File: src/hw/ucpc_pkg.sv
// ==========================================================
// Shared constants for the dual-channel pin control block
package ucpc_pkg;
  localparam int UCPC_DATA_W = 8;
  localparam int UCPC_ADDR_W = 3;
  localparam int UCPC_SYNC_MIN = 2;

  // ========================================================
  // Register offsets within one channel
  localparam logic [2:0] UCPC_IER_OFFSET = 3'h1;
  localparam logic [2:0] UCPC_EFR_OFFSET = 3'h2;
  localparam logic [2:0] UCPC_MCR_OFFSET = 3'h4;
  localparam logic [2:0] UCPC_MSR_OFFSET = 3'h6;

  // ========================================================
  // Field positions
  localparam int UCPC_MCR_DTR_BIT = 0;
  localparam int UCPC_MCR_RTS_BIT = 1;
  localparam int UCPC_MCR_IRQ_EN_BIT = 3;
  localparam int UCPC_MCR_LOOP_BIT = 4;
  localparam int UCPC_EFR_AUTO_RTS_BIT = 6;
  localparam int UCPC_EFR_AUTO_CTS_BIT = 7;
  localparam int UCPC_MSR_D_CTS_BIT = 0;
  localparam int UCPC_MSR_D_DSR_BIT = 1;
  localparam int UCPC_MSR_TERI_BIT = 2;
  localparam int UCPC_MSR_D_CD_BIT = 3;
  localparam int UCPC_MSR_CTS_BIT = 4;
  localparam int UCPC_MSR_DSR_BIT = 5;
  localparam int UCPC_MSR_RI_BIT = 6;
  localparam int UCPC_MSR_CD_BIT = 7;

  // ========================================================
  // Synchronised pin bundle layout
  localparam int UCPC_PIN_W = 26;
  localparam int UCPC_PIN_RD = 25;
  localparam int UCPC_PIN_WR = 24;
  localparam int UCPC_PIN_CS = 22;
  localparam int UCPC_PIN_ADDR = 19;
  localparam int UCPC_PIN_DATA = 11;
  localparam int UCPC_PIN_CTS = 9;
  localparam int UCPC_PIN_DSR = 7;
  localparam int UCPC_PIN_RI = 5;
  localparam int UCPC_PIN_CD = 3;
  localparam int UCPC_PIN_RX = 1;
  localparam int UCPC_PIN_CLK = 0;

  // ========================================================
  // Reset values
  localparam logic [7:0] UCPC_REG_RESET = 8'h00;
  localparam logic [25:0] UCPC_PIN_RESET = 26'h3C007FE;
  localparam logic [9:0] UCPC_CHAN_OUT_RESET = 10'h3F7;

  // Host strobe bus phases
  typedef enum logic [2:0] {
    UCPC_BUS_IDLE = 3'b001,
    UCPC_BUS_READ = 3'b010,
    UCPC_BUS_WRITE = 3'b100
  } ucpc_bus_e;
endpackage : ucpc_pkg

File: src/hw/ucpc_top.sv
`timescale 1ns/1ns
// ==========================================================
// Function
// - Modem-control bit 0 set drives terminal-ready low; clear or reset high.
// - Data-set-ready low means peer ready; its level shows in status.
// - Interrupt pin enabled by control bit 3, only for enabled sources.
// - Sources: line errors, receive data, transmit space, modem changes.
// - After reset each interrupt pin is tri-stated.
// - Bit 3 set: interrupt driven, user output low; clear: released, high.
// - Both user outputs are high right after reset.
// - Read strobe falling edge puts addressed register on the data bus.
// - Write strobe rising edge stores data into addressed, selected register.
// - Reset clears registers, idles outputs, disables serial in and out.
// - Ring input rising edge raises modem interrupt; level shows in status.
// - Modem-control bit 1 set drives request-to-send low; reset high.
// - Request-to-send joins automatic flow only when feature bit 6 set.
// - Loopback disables receive pin and transmit pin, routes data inside.
// - Receive-ready low on trigger or data held; high when empty.
// - Transmit-ready low on trigger space or empty; high full or busy.
// - Reference clock input accepted; buffered copy driven out.
// - Each channel has its own active-low chip select.
// - Data bus bit 0 is the least significant bit.
// - Clear-to-send gates transmit only with feature bit 7; shows status bit 4.
module ucpc_top #(
  parameter int SYNC_STAGES = 2
) (
  input wire logic ref_clk,
  input wire logic rst_n,
  input wire logic ref_clock_in,
  output logic ref_clock_buffered_out,
  input wire logic read_strobe_n,
  input wire logic write_strobe_n,
  input wire logic chip_select_a_n,
  input wire logic chip_select_b_n,
  input wire logic [ucpc_pkg::UCPC_ADDR_W-1:0] register_select,
  input wire logic [ucpc_pkg::UCPC_DATA_W-1:0] host_data_bus_in,
  output logic [ucpc_pkg::UCPC_DATA_W-1:0] host_data_bus_out,
  output logic host_data_bus_oe_n,
  input wire logic [1:0] cts_n,
  input wire logic [1:0] dsr_n,
  input wire logic [1:0] ri_n,
  input wire logic [1:0] cd_n,
  input wire logic serial_in_a,
  input wire logic serial_in_b,
  output logic serial_out_a,
  output logic serial_out_b,
  output logic [1:0] dtr_n,
  output logic [1:0] rts_n,
  output logic user_output_a,
  output logic user_output_b,
  output logic channel_a_irq,
  output logic channel_b_irq,
  output logic [1:0] irq_oe_n,
  output logic rx_ready_a_n,
  output logic rx_ready_b_n,
  output logic tx_ready_a_n,
  output logic tx_ready_b_n,
  input wire logic [1:0] tx_serial_data,
  input wire logic [1:0] rx_line_error,
  input wire logic [1:0] rx_data_avail,
  input wire logic [1:0] tx_space_avail,
  input wire logic [1:0] rx_trigger_hit,
  input wire logic [1:0] rx_fifo_empty,
  input wire logic [1:0] tx_trigger_space,
  input wire logic [1:0] tx_fifo_empty,
  input wire logic [1:0] tx_fifo_full,
  input wire logic [1:0] rx_room_ok,
  output logic [1:0] receiver_serial_in,
  output logic [1:0] tx_clear_to_send
);
  import ucpc_pkg::*;

  if (SYNC_STAGES < UCPC_SYNC_MIN) begin : g_bad_sync
    $error("SYNC_STAGES below two cannot settle metastability");
  end

  // ========================================================
  // Register read decode
  function automatic logic [7:0] ucpc_read_reg(
    input logic [2:0] off,
    input logic [7:0] modem_control_reg,
    input logic [7:0] interrupt_enable_reg,
    input logic [7:0] enhanced_feature_reg,
    input logic [7:0] modem_status_reg
  );
    logic [7:0] r;
    r = UCPC_REG_RESET;
    case (off)
      UCPC_IER_OFFSET: r = interrupt_enable_reg;
      UCPC_EFR_OFFSET: r = enhanced_feature_reg;
      UCPC_MCR_OFFSET: r = modem_control_reg;
      UCPC_MSR_OFFSET: r = modem_status_reg;
      default: r = UCPC_REG_RESET;
    endcase
    return r;
  endfunction : ucpc_read_reg

  // ========================================================
  // Pin synchronisers
  logic [SYNC_STAGES-1:0][UCPC_PIN_W-1:0] sync_d, sync_q;
  logic [UCPC_PIN_W-1:0] pins_raw, pins_s;

  assign pins_raw = {read_strobe_n, write_strobe_n, chip_select_b_n,
                     chip_select_a_n, register_select, host_data_bus_in,
                     cts_n, dsr_n, ri_n, cd_n, serial_in_b, serial_in_a,
                     ref_clock_in};

  // Plain shift; only the last stage is ever looked at
  always_comb begin
    sync_d = sync_q;
    sync_d[0] = pins_raw;
    for (int i = 1; i < SYNC_STAGES; i++) begin
      sync_d[i] = sync_q[i-1];
    end
  end

  always_ff @(posedge ref_clk or negedge rst_n) begin
    if (!rst_n) begin
      sync_q <= {SYNC_STAGES{UCPC_PIN_RESET}};
    end else begin
      sync_q <= sync_d;
    end
  end

  assign pins_s = sync_q[SYNC_STAGES-1];

  // ========================================================
  // Host strobe bus
  ucpc_bus_e state_d, state_q;
  logic rd_prev_d, rd_prev_q, wr_prev_d, wr_prev_q;
  logic [2:0] addr_d, addr_q;
  logic [7:0] wdata_d, wdata_q, rdata_d, rdata_q;
  logic [1:0] wcs_d, wcs_q;
  logic oe_n_d, oe_n_q, clk_buf_d, clk_buf_q;
  logic rd_s, wr_s, rd_fall, wr_rise, rd_ch;
  logic [1:0] cs_act, wr_en, msr_rd;
  logic [2:0] addr_s;
  logic [1:0][7:0] mcr_d, mcr_q, ier_d, ier_q;
  logic [1:0][7:0] efr_d, efr_q, msr_d, msr_q;

  assign rd_s = pins_s[UCPC_PIN_RD];
  assign wr_s = pins_s[UCPC_PIN_WR];
  assign cs_act = ~pins_s[UCPC_PIN_CS +: 2];
  assign addr_s = pins_s[UCPC_PIN_ADDR +: 3];
  assign rd_fall = rd_prev_q & ~rd_s;
  assign wr_rise = ~wr_prev_q & wr_s;
  // Channel A wins a read if the host breaks the one-select rule; a write goes to both
  assign rd_ch = ~cs_act[0];
  assign wr_en = (state_q == UCPC_BUS_WRITE && wr_rise) ? wcs_q : 2'h0;
  assign msr_rd = (state_q == UCPC_BUS_IDLE && rd_fall &&
                   addr_s == UCPC_MSR_OFFSET) ?
                  (cs_act[0] ? 2'h1 : {cs_act[1], 1'b0}) : 2'h0;

  // Bus phase, read data and write capture
  always_comb begin
    state_d = state_q;
    rd_prev_d = rd_s;
    wr_prev_d = wr_s;
    addr_d = addr_q;
    wdata_d = wdata_q;
    wcs_d = wcs_q;
    rdata_d = rdata_q;
    oe_n_d = oe_n_q;
    clk_buf_d = pins_s[UCPC_PIN_CLK];
    case (state_q)
      UCPC_BUS_IDLE: begin
        if (rd_fall && |cs_act) begin
          state_d = UCPC_BUS_READ;
          rdata_d = ucpc_read_reg(addr_s, mcr_q[rd_ch], ier_q[rd_ch],
                                  efr_q[rd_ch], msr_q[rd_ch]);
          oe_n_d = 1'b0;
        end else if (!wr_s && |cs_act) begin
          state_d = UCPC_BUS_WRITE;
        end
      end
      UCPC_BUS_READ: begin
        if (rd_s) begin
          state_d = UCPC_BUS_IDLE;
          oe_n_d = 1'b1;
        end
      end
      UCPC_BUS_WRITE: begin
        // Track the bus while low so the rise sees last valid data
        if (!wr_s) begin
          addr_d = addr_s;
          wdata_d = pins_s[UCPC_PIN_DATA +: 8];
          wcs_d = cs_act;
        end
        if (wr_rise) begin
          state_d = UCPC_BUS_IDLE;
        end
      end
      default: begin
        state_d = UCPC_BUS_IDLE;
        oe_n_d = 1'b1;
      end
    endcase
  end

  always_ff @(posedge ref_clk or negedge rst_n) begin
    if (!rst_n) begin
      state_q <= UCPC_BUS_IDLE;
      rd_prev_q <= 1'b1;
      wr_prev_q <= 1'b1;
      addr_q <= 3'h0;
      wdata_q <= UCPC_REG_RESET;
      wcs_q <= 2'h0;
      rdata_q <= UCPC_REG_RESET;
      oe_n_q <= 1'b1;
      clk_buf_q <= 1'b0;
    end else begin
      state_q <= state_d;
      rd_prev_q <= rd_prev_d;
      wr_prev_q <= wr_prev_d;
      addr_q <= addr_d;
      wdata_q <= wdata_d;
      wcs_q <= wcs_d;
      rdata_q <= rdata_d;
      oe_n_q <= oe_n_d;
      clk_buf_q <= clk_buf_d;
    end
  end

  assign host_data_bus_out = rdata_q;
  assign host_data_bus_oe_n = oe_n_q;
  assign ref_clock_buffered_out = clk_buf_q;

  // ========================================================
  // Per-channel registers and modem status
  always_comb begin
    logic [3:0] lvl;
    lvl = 4'h0;
    mcr_d = mcr_q;
    ier_d = ier_q;
    efr_d = efr_q;
    msr_d = msr_q;
    for (int ch = 0; ch < 2; ch++) begin
      if (wr_en[ch]) begin
        case (addr_q)
          UCPC_MCR_OFFSET: mcr_d[ch] = wdata_q;
          UCPC_IER_OFFSET: ier_d[ch] = wdata_q;
          UCPC_EFR_OFFSET: efr_d[ch] = wdata_q;
          default: ;
        endcase
      end
      // Active-high levels: cd, ri, dsr, cts
      lvl = {~pins_s[UCPC_PIN_CD + ch], ~pins_s[UCPC_PIN_RI + ch],
             ~pins_s[UCPC_PIN_DSR + ch], ~pins_s[UCPC_PIN_CTS + ch]};
      // Clear first, then set, so a change during the read survives
      if (msr_rd[ch]) begin
        msr_d[ch][3:0] = 4'h0;
      end
      // Auto clear-to-send owns the transmitter, so no host event
      if (lvl[0] != msr_q[ch][UCPC_MSR_CTS_BIT] &&
          !efr_q[ch][UCPC_EFR_AUTO_CTS_BIT]) begin
        msr_d[ch][UCPC_MSR_D_CTS_BIT] = 1'b1;
      end
      if (lvl[1] != msr_q[ch][UCPC_MSR_DSR_BIT]) begin
        msr_d[ch][UCPC_MSR_D_DSR_BIT] = 1'b1;
      end
      if (msr_q[ch][UCPC_MSR_RI_BIT] && !lvl[2]) begin
        msr_d[ch][UCPC_MSR_TERI_BIT] = 1'b1;
      end
      if (lvl[3] != msr_q[ch][UCPC_MSR_CD_BIT]) begin
        msr_d[ch][UCPC_MSR_D_CD_BIT] = 1'b1;
      end
      msr_d[ch][7:4] = lvl;
    end
  end

  always_ff @(posedge ref_clk or negedge rst_n) begin
    if (!rst_n) begin
      mcr_q <= {2{UCPC_REG_RESET}};
      ier_q <= {2{UCPC_REG_RESET}};
      efr_q <= {2{UCPC_REG_RESET}};
      msr_q <= {2{UCPC_REG_RESET}};
    end else begin
      mcr_q <= mcr_d;
      ier_q <= ier_d;
      efr_q <= efr_d;
      msr_q <= msr_d;
    end
  end

  // ========================================================
  // Two independent channel pin blocks
  logic [1:0] rx_pin_s, ser_out, usr_out, irq_q, rxr_n, txr_n;

  assign rx_pin_s = pins_s[UCPC_PIN_RX +: 2];

  for (genvar c = 0; c < 2; c++) begin : g_chan
    ucpc_channel u_chan (
      .clk(ref_clk),
      .rst_n(rst_n),
      .modem_control_reg(mcr_q[c]),
      .interrupt_enable_reg(ier_q[c]),
      .enhanced_feature_reg(efr_q[c]),
      .msr_delta(msr_q[c][3:0]),
      .cts_active(msr_q[c][UCPC_MSR_CTS_BIT]),
      .serial_in(rx_pin_s[c]),
      .tx_serial_data(tx_serial_data[c]),
      .rx_line_error(rx_line_error[c]),
      .rx_data_avail(rx_data_avail[c]),
      .tx_space_avail(tx_space_avail[c]),
      .rx_trigger_hit(rx_trigger_hit[c]),
      .rx_fifo_empty(rx_fifo_empty[c]),
      .tx_trigger_space(tx_trigger_space[c]),
      .tx_fifo_empty(tx_fifo_empty[c]),
      .tx_fifo_full(tx_fifo_full[c]),
      .rx_room_ok(rx_room_ok[c]),
      .dtr_n(dtr_n[c]),
      .rts_n(rts_n[c]),
      .user_out(usr_out[c]),
      .irq(irq_q[c]),
      .irq_oe_n(irq_oe_n[c]),
      .rx_ready_n(rxr_n[c]),
      .tx_ready_n(txr_n[c]),
      .serial_out(ser_out[c]),
      .receiver_in(receiver_serial_in[c]),
      .tx_clear(tx_clear_to_send[c])
    );
  end

  assign {serial_out_b, serial_out_a} = ser_out;
  assign {user_output_b, user_output_a} = usr_out;
  assign {channel_b_irq, channel_a_irq} = irq_q;
  assign {rx_ready_b_n, rx_ready_a_n} = rxr_n;
  assign {tx_ready_b_n, tx_ready_a_n} = txr_n;
endmodule : ucpc_top

File: src/hw/ucpc_channel.sv
`timescale 1ns/1ns
// ==========================================================
// One channel's modem, interrupt, ready and loopback pins
module ucpc_channel (
  input wire logic clk,
  input wire logic rst_n,
  input wire logic [ucpc_pkg::UCPC_DATA_W-1:0] modem_control_reg,
  input wire logic [ucpc_pkg::UCPC_DATA_W-1:0] interrupt_enable_reg,
  input wire logic [ucpc_pkg::UCPC_DATA_W-1:0] enhanced_feature_reg,
  input wire logic [3:0] msr_delta,
  input wire logic cts_active,
  input wire logic serial_in,
  input wire logic tx_serial_data,
  input wire logic rx_line_error,
  input wire logic rx_data_avail,
  input wire logic tx_space_avail,
  input wire logic rx_trigger_hit,
  input wire logic rx_fifo_empty,
  input wire logic tx_trigger_space,
  input wire logic tx_fifo_empty,
  input wire logic tx_fifo_full,
  input wire logic rx_room_ok,
  output logic dtr_n,
  output logic rts_n,
  output logic user_out,
  output logic irq,
  output logic irq_oe_n,
  output logic rx_ready_n,
  output logic tx_ready_n,
  output logic serial_out,
  output logic receiver_in,
  output logic tx_clear
);
  import ucpc_pkg::*;

  logic [9:0] out_d, out_q;
  logic [3:0] src;
  logic loop;

  // ========================================================
  // Next pin values
  always_comb begin
    loop = modem_control_reg[UCPC_MCR_LOOP_BIT];
    // Source order matches the enable bits 0..3
    src = {|msr_delta, rx_line_error, tx_space_avail,
           rx_data_avail};
    out_d[0] = ~modem_control_reg[UCPC_MCR_DTR_BIT];
    // Auto mode only ever withholds, never forces, the request
    out_d[1] = ~(modem_control_reg[UCPC_MCR_RTS_BIT] &
                 (~enhanced_feature_reg[UCPC_EFR_AUTO_RTS_BIT] | rx_room_ok));
    out_d[2] = ~modem_control_reg[UCPC_MCR_IRQ_EN_BIT];
    out_d[3] = modem_control_reg[UCPC_MCR_IRQ_EN_BIT] & |(src & interrupt_enable_reg[3:0]);
    out_d[4] = ~modem_control_reg[UCPC_MCR_IRQ_EN_BIT];
    out_d[5] = rx_fifo_empty & ~rx_trigger_hit;
    // Full always wins, so an odd status mix cannot claim space
    out_d[6] = tx_fifo_full |
               ~(tx_trigger_space | tx_fifo_empty);
    out_d[7] = loop | tx_serial_data;
    out_d[8] = loop ? tx_serial_data : serial_in;
    out_d[9] = ~enhanced_feature_reg[UCPC_EFR_AUTO_CTS_BIT] | cts_active;
  end

  // Pin flops; reset puts every pin in its idle level
  always_ff @(posedge clk or negedge rst_n) begin
    if (!rst_n) begin
      out_q <= UCPC_CHAN_OUT_RESET;
    end else begin
      out_q <= out_d;
    end
  end

  assign {tx_clear, receiver_in, serial_out, tx_ready_n, rx_ready_n,
          irq_oe_n, irq, user_out, rts_n, dtr_n} = out_q;
endmodule : ucpc_channel

File: config.mk
export PLATFORM = sky130hd
export DESIGN_NAME = ucpc_top
export DESIGN_NICKNAME = d
export VERILOG_FILES = /design/src/hw/ucpc_pkg.sv /design/src/hw/ucpc_top.sv /design/src/hw/ucpc_channel.sv
export SDC_FILE = /design/constraint.sdc
export NUM_CORES = 1
export LEC_CHECK = 0
export ABC_AREA = 0
export BUFFER_PORTS_ARGS = -buffer_cell sky130_fd_sc_hd__buf_2
export CAP_MARGIN = 20
export CORE_MARGIN = 4
export CORE_UTILIZATION = 57
export DETAILED_ROUTE_END_ITERATION = 10
export MAX_ROUTING_LAYER = met4
export PLACE_DENSITY_LB_ADDON = 0.12
export SYNTH_ARGS = -nofsm -noshare
export SYNTH_HDL_FRONTEND = slang
export SYNTH_SLANG_ARGS = --single-unit
File: constraint.sdc
create_clock -name ref_clk -period 2.36 [get_ports ref_clk]
set_input_delay 0.354 -clock ref_clk [delete_from_list [all_inputs] [get_ports ref_clk]]
set_output_delay 0.354 -clock ref_clk [all_outputs]
set_load 0.005 [all_outputs]
# ---- Word level (Yosys, flattened, before mapping)
# Index checks and enable logic that the tools add are counted.
dict set report word_totals {
  ff_bits 164
  inputBits 48
  output_inout_bits 30
  wordCells 165
}
dict set report classes {
  n_lt_le_gt_ge 1
  n_eq_ne 20
  n_mux 32
  bitwise_logic 48
  reduce_logical 35
}
# op n
set op_table {}
lappend op_table {{2-to-1 mux 8 bit} 8}
lappend op_table {{case mux 8 bit (4 select lines)} 1}
lappend op_table {{inverter 1 bit} 27}
lappend op_table {{AND reduction 2 bit} 8}
lappend op_table {{nonzero test 2 bit} 8}
lappend op_table {{OR reduction 4 bit} 4}
lappend op_table {{== test 3 bit, second input constant} 4}
lappend op_table {{2-to-1 mux 1 bit} 12}
lappend op_table {{2-to-1 mux 3 bit} 4}
lappend op_table {{bitwise OR 1 bit} 10}
lappend op_table {{== test 3 x 1 -> 1 bit, second input constant} 3}
lappend op_table {{== test 3 x 2 -> 1 bit, second input constant} 3}
lappend op_table {{logical AND 1 bit} 9}
lappend op_table {{case mux 3 bit (3 select lines)} 1}
lappend op_table {{AND 1 bit} 8}
lappend op_table {{AND 4 bit} 2}
lappend op_table {{2-to-1 mux 4 bit} 2}
lappend op_table {{2-to-1 mux 2 bit} 3}
lappend op_table {{!= test 1 bit} 6}
lappend op_table {{AND reduction 3 bit} 2}
lappend op_table {{!= test 2 bit, second input constant} 2}
lappend op_table {{logical NOT 1 bit} 3}
lappend op_table {{!= test 3 x 1 -> 1 bit, second input constant} 1}
lappend op_table {{case mux 1 bit (3 select lines)} 1}
lappend op_table {{other kinds (4)} 4}

# ---- Logic depth before layout (Yosys ltp)
# Gate-level depths: netlist (run 1).
dict set report depth {
  ltp_word 7
  mapped_depth 6
}

# ---- Modules after synthesis
# From an unflattened synthesis (run 1), not the netlist that was laid out.
dict set report unflattened {
  hier_cells 428
  area_unflattened_um2 5997.0
}
# module instances cells_per_inst area_each_um2
set by_module_without_submodules {}
lappend by_module_without_submodules {ucpc_top 1 384 5341.4}
lappend by_module_without_submodules {ucpc_channel 2 22 327.8}

# ---- Least setup slack after synthesis (run 1)
# OpenSTA, ideal clock, no wires.
dict set report synth_path {
  path_kind {register -> register}
  start {reg state_q[1]}
  end {reg msr_q[10] in the netlist's numbering}
  setup_time_ps 121
  t_arrival_ps 1688
  setup_slack_ps 551
  stages_incl_launch_ff 6
  path_buffers 1
  path_cell_list {dfrtp_1 buf_6 nor4b_4 or3b_1 or3b_4 a22o_1}
}
dict set report synth_via {
  elab_chain_cells 5
}
# item line
set synth_rtl {}
lappend synth_rtl {{start, declared} ucpc_top.sv:129} ;# ucpc_bus_e state_d, state_q;
lappend synth_rtl {{start signal, assigned} ucpc_top.sv:212} ;# state_q <= state_d;
lappend synth_rtl {{== test 3 x 1 -> 1 bit} ucpc_top.sv:150} ;# assign msr_rd = (state_q == UCPC_BUS_IDLE && rd_fall &&
lappend synth_rtl {{logical AND 1 bit (2 in series)} ucpc_top.sv:150}
lappend synth_rtl {{2-to-1 mux 2 bit} ucpc_top.sv:151} ;# addr_s == UCPC_MSR_OFFSET) ?
lappend synth_rtl {{nonzero test 2 bit (no line)} n/a}
lappend synth_rtl {{end signal, assigned} ucpc_top.sv:276} ;# msr_q <= {2{UCPC_REG_RESET}};
lappend synth_rtl {{end signal, assigned} ucpc_top.sv:281} ;# msr_q <= msr_d;
lappend synth_rtl {{end, declared} ucpc_top.sv:139} ;# logic [1:0][7:0] efr_d, efr_q, msr_d, msr_q;
# No other way between the ends.
# A chain may end at the register's enable or synchronous reset.

# ---- Worst setup path in the final report (run 1)
# Ends and elaborated chain as after synthesis.

==> summary.txt, run 1 <==
outcome -> finished clean
Ys Warns -> 0
Worst Skew -> 0.00776 ns
Synth Instances -> 436
ys async rst share -> 100%
CP top delay family -> simple AND/OR/NAND/NOR gates
Die Ht -> 111 um
number of synthesized flops with an enable pin -> 0
FF-to-FF Start -> state_q[1]$_DFFE_PN0P_
final setup fails -> 0
Hold WS -> 0.0280 ns
Worst-Margin Slew -> 0.634 ns
Pins Over Slew Limit -> 0
initial antenna violation count -> 0
Fillers -> 706
vias in the first global route -> 4010
VDD IR max -> 0.520 mV
# IOs -> 78
Top FF cell, synth -> dfrtp_1
Initial Utilization -> 58.5%
pwr dens -> 885 nW/um^2
Synth top area share -> 47.2%
Non-Filler Instances -> 703
Area contributors post-synth -> dfrtp_1 47%, dfstp_2 21%, mux2_2 9.3%, mux2i_1 5.3%, nand2_1 3.3%
hold_sp -> tx_serial_data[0]
worst-skew pair later-pin latency -> 0.53 ns
CTS root buf -> clkbuf_8
Resize count post-CTS -> 0
fin nets -> 602
most numerous cell in the Yosys netlist -> dfrtp_1
Die X -> 111 um
launch point of the worst path -> state_q[1]$_DFFE_PN0P_
Inst Count DP -> 636
post-DP HPWL -> 8050 um
Post-DP Area -> 6570 um^2
worst min path class -> in2reg
Routed Antenna Nets -> 0
cell taking the most area after synthesis -> dfrtp_1
clk slew on worst S/H paths -> 0.06 ns
Antenna diodes -> 0
post-synthesis average cell area -> 13.9 um^2
CP max FO -> 10
H-tree Lvls -> 4
fin area -> 7530 um^2
final worst slack -> 0.350 ns
worst-case reg-to-reg path depth -> 4
final hold vios -> 0
Setup crit end -> msr_q[10]$_DFFE_PN0P_
synthesized flop and latch total -> 162
Critical Path Start Type -> flip-flop
synthesized area -> 6040 um^2
GRT overflow -> 0
syn nets -> 484
minimum clock period -> 2.01 ns
Final Power -> 6.66 mW
Max stage delay cell, worst path -> dfrtp_1
Total Wirelength -> 12200 um
WL/cell -> 17.3 um
Lkg Pwr -> 3.59 nW
Levels on crit path -> 4
TritonCTS clock tree -> built
Place WS -> 0.388 ns
GP Congestion -> 0.838
CP Buf/Inv Count -> 0
maxcap violations -> 0
register area share after synthesis -> 68.1%
Setup Buffers After CTS -> 0
Num CTS Buffers -> 17
Area Overhead vs Synth -> 24.6%
CP Capture Type -> flip-flop
setup TNS -> 0 ns
share of layout cells above drive strength 1 -> 39.5%
first-pass GRT wire length -> 20600 um
DR vias -> 3716
number of library cell types mapped by synthesis -> 37
CP Cell Sequence -> nor4b_4, or3b_1, or3b_4, a22o_1
Crit Path Category -> reg2reg
CP max stage delay -> 0.52 ns
RSZ-0062 raised after global routing -> no
clock buffer depth -> 2
Final Util -> 72.9%
fmax -> 497 MHz
DRC viols -> 0
critical path arrival -> 2.42 ns
reg2reg end -> msr_q[10]$_DFFE_PN0P_
Final period util -> 85.2%
most instantiated cells after synthesis -> 114 x dfrtp_1, 53 x nand2_1, 50 x mux2_2, 48 x dfstp_2, 32 x mux2i_1
vias per cell -> 5.29
initial drt markers -> 197
clock sinks -> 162
Rows -> 37
Worst Path Required -> 2.77 ns
I/O Buffers -> 77
DR pass1 iterations -> 4
largest net degree at the start of global routing -> 62
Slew Limit Headroom -> 57.7%
Die ar. -> 12300 um^2
r2r setup slk -> 0.35 ns
GRT Total Usage -> 22.4%
core area -> 10300 um^2
final cells by class:
class	instances	area [um^2]	share of cell area (%)
Sequential cell	162	4110	54.7
Multi-Input combinational cell	229	1710	22.7
Timing Repair Buffer	121	835	11.1
Clock buffer	21	459	6.10
Tap cell	136	170	2.26
Clock inverter	11	153	2.03
Inverter	23	86.3	1.15
layout by cell type, fill, tap and decap left out, drive strengths merged, types with 3 or more instances in the layout:
| master | count |
|---|---|
| a21oi | 5 |
| o21ai | 16 |
| buf | 86 |
| nand2 | 53 |
| xor2 | 4 |
| clkinvlp | 3 |
| or3b | 5 |
| nor3b | 3 |
| nor2 | 10 |
| o22ai | 17 |
| bufinv | 3 |
| mux2 | 50 |
| nor2b | 3 |
| dfrtp | 114 |
| nand2b | 5 |
| mux2i | 32 |
| dfstp | 48 |
| inv | 24 |
| dlygate4sd3 | 35 |
| clkinv | 4 |
| clkbuf | 21 |
sequential cells by signal, indices dropped and copies added (netlist names):
name and cells:
state_q 3, wcs_q 2, g_chan.u_chan.out_q 18, addr_q 3, rd_prev_q 1, host_data_bus_oe_n 1
sync_d 26, efr_q 16, wr_prev_q 1, ref_clock_buffered_out 1, mcr_q 16, msr_q 16
host_data_bus_out 8, pins_s 26, wdata_q 8, ier_q 16
worst reg2reg max path, cell delays in order, from the launching register on:
cell	delay [ns]
dfrtp_1	0.52
nor4b_4	0.36
or3b_1	0.40
or3b_4	0.42
a22o_1	0.20
power breakdown:
part	switching (mW)	leakage, nW	internal (mW)	total [mW]
registers	0.258	1.96	3.05	3.31
clock network	1.08	0.291	1.70	2.79
logic	0.292	1.34	0.279	0.570
total	1.63	3.59	5.03	6.66
per-layer routing:
layer | track usage [%] | routed length, um
met5 | - | 0
met4 | 9.11 | 320
met3 | 4.64 | 660
met2 | 34.9 | 5910
met1 | 28.9 | 5290
logic make-up after synthesis:
kind of cell           synth area share, %
flip-flops                            68.1
AND/OR/NAND/NOR                       7.37
XOR/XNOR                             0.870
multiplexers                          14.6
buffers and inverters                 3.60
AO/OA/AOI/OAI                         5.45
what timing repair did:
action | CTS | global route
endpoints found under the setup margin | 0 | 0
hold buffers | 35 | 0
endpoints found under the hold margin | 57 | 0
how the worst min path moves through the flow:
stage                                                endpoint  slack (ns)  depth (start not counted)
after floorplan                         addr_q[0]$_DFFE_PN0P_        0.06                          0
final                     g_chan[0].u_chan.out_q[7]$_DFF_PN1_        0.03                          2
after CTS                 g_chan[1].u_chan.out_q[5]$_DFF_PN1_       0.004                          2
after global placement                   pins_s[13]$_DFF_PN0_        0.33                          0
after global routing      g_chan[1].u_chan.out_q[7]$_DFF_PN1_        0.01                          2
after detailed placement                 pins_s[19]$_DFF_PN0_        0.33                          0
Power figures use the tool's default switching activity.
==> run 2: changes to the inputs <==
--- a/config.mk
+++ b/config.mk
@@ -5,12 +5,12 @@
 export SDC_FILE = /design/constraint.sdc
 export NUM_CORES = 1
 export LEC_CHECK = 0
-export ABC_AREA = 0
+export ABC_AREA = 1
 export BUFFER_PORTS_ARGS = -buffer_cell sky130_fd_sc_hd__buf_2
-export CAP_MARGIN = 20
 export CORE_MARGIN = 4
 export CORE_UTILIZATION = 57
 export DETAILED_ROUTE_END_ITERATION = 10
+export HOLD_SLACK_MARGIN = 0.03
 export MAX_ROUTING_LAYER = met4
 export PLACE_DENSITY_LB_ADDON = 0.12
 export SYNTH_ARGS = -nofsm -noshare
==> run 2 against run 1 <==
Core utilization shrank 2.0 points. Clock-buffer cell count is 3 higher. Sequential share of layout area down 0.94 points. Design area grew 1.7%. Clock power shrank 11%. Via count grew 20%. Register-to-register slack better by 0.20 ns. Highest routed layer unchanged. Global-route usage is 0.78 points higher.
==> summary.txt, run 2 <==
outcome -> finished clean
Top FF cell, synth -> dfrtp_1
XOR/XNOR share of the synthesized area -> 0.558%
largest family of logic cells by synthesized area -> simple AND/OR/NAND/NOR gates
Final period util -> 76.9%
fmax -> 551 MHz
# IOs -> 78
Slew Limit Headroom -> 56.6%
Worst-Margin Slew -> 0.649 ns
Hold WS -> 0.115 ns
most numerous cell in the Yosys netlist -> nand2_1
TritonCTS clock tree -> built
Crit path top cell by count -> nand2_1
post-DP HPWL -> 8670 um
hold_sp -> rx_data_avail[1]
WL/cell -> 14.7 um
setup TNS -> 0 ns
fin nets -> 776
register area share after synthesis -> 65.5%
CP Cell Sequence -> buf_4, nand2_1, nand3_1, nor2_2, inv_2, nand2_1, nand2_1
Worst Hold End -> g_chan[1].u_chan.out_q[3]$_DFF_PN0_
H-tree Lvls -> 4
share of layout cells above drive strength 1 -> 27.9%
proportion of synthesized area in mux cells -> 0.358%
clock sinks -> 162
GRT overflow -> 0
launch point of the worst path -> pins_s[22]$_DFF_PN1_
Die Ht -> 113 um
FF-to-FF Start -> pins_s[22]$_DFF_PN1_
GP Congestion -> 0.903
reg2reg end -> host_data_bus_out[1]$_DFFE_PN0P_
Simple-Gate Fraction of Synth Area -> 19.9%
maxcap violations -> 0
initial drt markers -> 324
worst min path class -> in2reg
commonest non-fill, non-tap cell in the layout -> nand2_1
RSZ-0062 raised after global routing -> no
Die ar. -> 12800 um^2
CP max FO -> 20
worst hold stages -> 3
Area Overhead vs Synth -> 21.9%
Num CTS Buffers -> 17
VDD IR max -> 0.623 mV
initial antenna violation count -> 0
clock buffer depth -> 2
cell taking the most area after synthesis -> dfrtp_1
Die X -> 113 um
post-synthesis average cell area -> 10.3 um^2
I/O Buffers -> 77
commonest cells after routing, fill and taps aside -> 249 x nand2_1, 114 x dfrtp_1, 76 x buf_2
r2r setup slk -> 0.55 ns
DRC viols -> 0
vias in the first global route -> 4485
CP Capture Type -> flip-flop
Worst Path Required -> 2.83 ns
Worst Skew -> 0.00805 ns
Lkg Pwr -> 3.79 nW
largest net degree at the start of global routing -> 60
Synth top area share -> 45.4%
pwr dens -> 944 nW/um^2
CTS root buf -> clkbuf_8
Pins Over Slew Limit -> 0
Compound-Gate Fraction of Synth Area -> 8.34%
Final Util -> 71.0%
worst-case reg-to-reg path depth -> 7
synthesized area -> 6280 um^2
most instantiated cells after synthesis -> 249 x nand2_1, 114 x dfrtp_1, 48 x dfstp_2, 35 x inv_1, 33 x o21ai_1
DR pass1 iterations -> 4
final setup fails -> 0
Synth Instances -> 612
Antenna diodes -> 0
ys async rst share -> 100%
first-pass GRT wire length -> 22000 um
final hold vios -> 0
DR vias -> 4456
Area contributors post-synth -> dfrtp_1 45%, dfstp_2 20%, nand2_1 15%, o21ai_2 3.3%, o21ai_1 2.6%
Initial Utilization -> 58.2%
number of synthesized flops with an enable pin -> 0
critical path arrival -> 2.28 ns
Max stage delay cell, worst path -> dfstp_2
Ys Warns -> 0
adder-cell share of the synthesized area -> 0%
core area -> 10800 um^2
Resize count post-CTS -> 0
Critical Path Start Type -> flip-flop
syn nets -> 660
number of library cell types mapped by synthesis -> 28
Routed Antenna Nets -> 0
GRT Total Usage -> 23.1%
Final Power -> 7.23 mW
CP Buf/Inv Count -> 2
CP max stage delay -> 0.72 ns
CP top delay family -> flip-flops
Crit Path Category -> reg2reg
worst-skew pair later-pin latency -> 0.53 ns
Levels on crit path -> 7
vias per cell -> 5.06
clk slew on worst S/H paths -> 0.06 ns
Total Wirelength -> 13000 um
synthesized flop and latch total -> 162
minimum clock period -> 1.81 ns
Rows -> 38
==> run 2: cell types whose count changed after synthesis, sizes merged, moves of 8 or more <==
cell,before,now
buf,14,22
mux2,50,2
o21ai,16,67
nand2,53,249
inv,23,41
nand3,1,14
o22ai,17,0
nor2,10,24
mux2i,32,0
==> run 2: layout make-up <==
type                    count  area, um^2
clock buffers              24         493
clock inverters             8        51.3
fillers                   805        3130
inverters                  41         154
multi-input cells         384        1830
flip-flops and latches    162        4110
well taps                 140         175
repair buffers            122         840
==> run 2: worst max-delay path by stage <==
stage	to	slack, ns
detailed placement	host_data_bus_out[3]$_DFFE_PN0P_	0.60
global placement	mcr_q[10]$_DFFE_PN0P_	0.68
finish	host_data_bus_out[1]$_DFFE_PN0P_	0.55
floorplan	ier_q[14]$_DFFE_PN0P_	0.83
global route	host_data_bus_out[1]$_DFFE_PN0P_	0.40
CTS	host_data_bus_out[1]$_DFFE_PN0P_	0.58
==> run 2: logic make-up (layout without fill, tap and decap cells) <==
| family | count (synthesis) | count (layout) |
|---|---|---|
| and+or+nand+nor | 294 | 294 |
| DFF | 162 | 162 |
| AOI/OAI and AO/OA | 84 | 84 |
| buffers and inverters | 66 | 195 |
| xor gates and xnor gates | 4 | 4 |
| muxes | 2 | 2 |
==> run 2: what timing repair did <==
item | in CTS | in global routing
hold buffers | 39 | 0
endpoints found under the hold margin | 63 | 0
buffers inserted | 0 | 0
endpoints found under the setup margin | 0 | 0
==> run 2: through the flow <==
step                      instance area (um^2)  std cells  worst slack [ns]
final                                     7660        881             0.546
after global routing                      7660        881             0.396
after CTS                                 7660        881             0.578
after detailed placement                  6720        810             0.604
after global placement                    6720        810             0.675
after floorplan                           6280        612             0.832
==> run 2: power breakdown <==
part	switching (mW)	total, mW	internal [mW]
registers	0.287	3.56	3.27
logic	0.753	1.19	0.435
clock network	1.04	2.49	1.44
total	2.08	7.23	5.15
==> run 2: per-layer routing <==
| metal | wire length [um] | GRT usage (%) |
|---|---|---|
| met5 | 0 | - |
| met1 | 5580 | 29.0 |
| met4 | 214 | 8.01 |
| met3 | 731 | 6.31 |
| met2 | 6470 | 36.7 |
==> run 2: tightest hold or removal path, stage by stage <==
cell	delay, ns
buf_2	0.09
nand2_1	0.05
a41oi_1	0.10
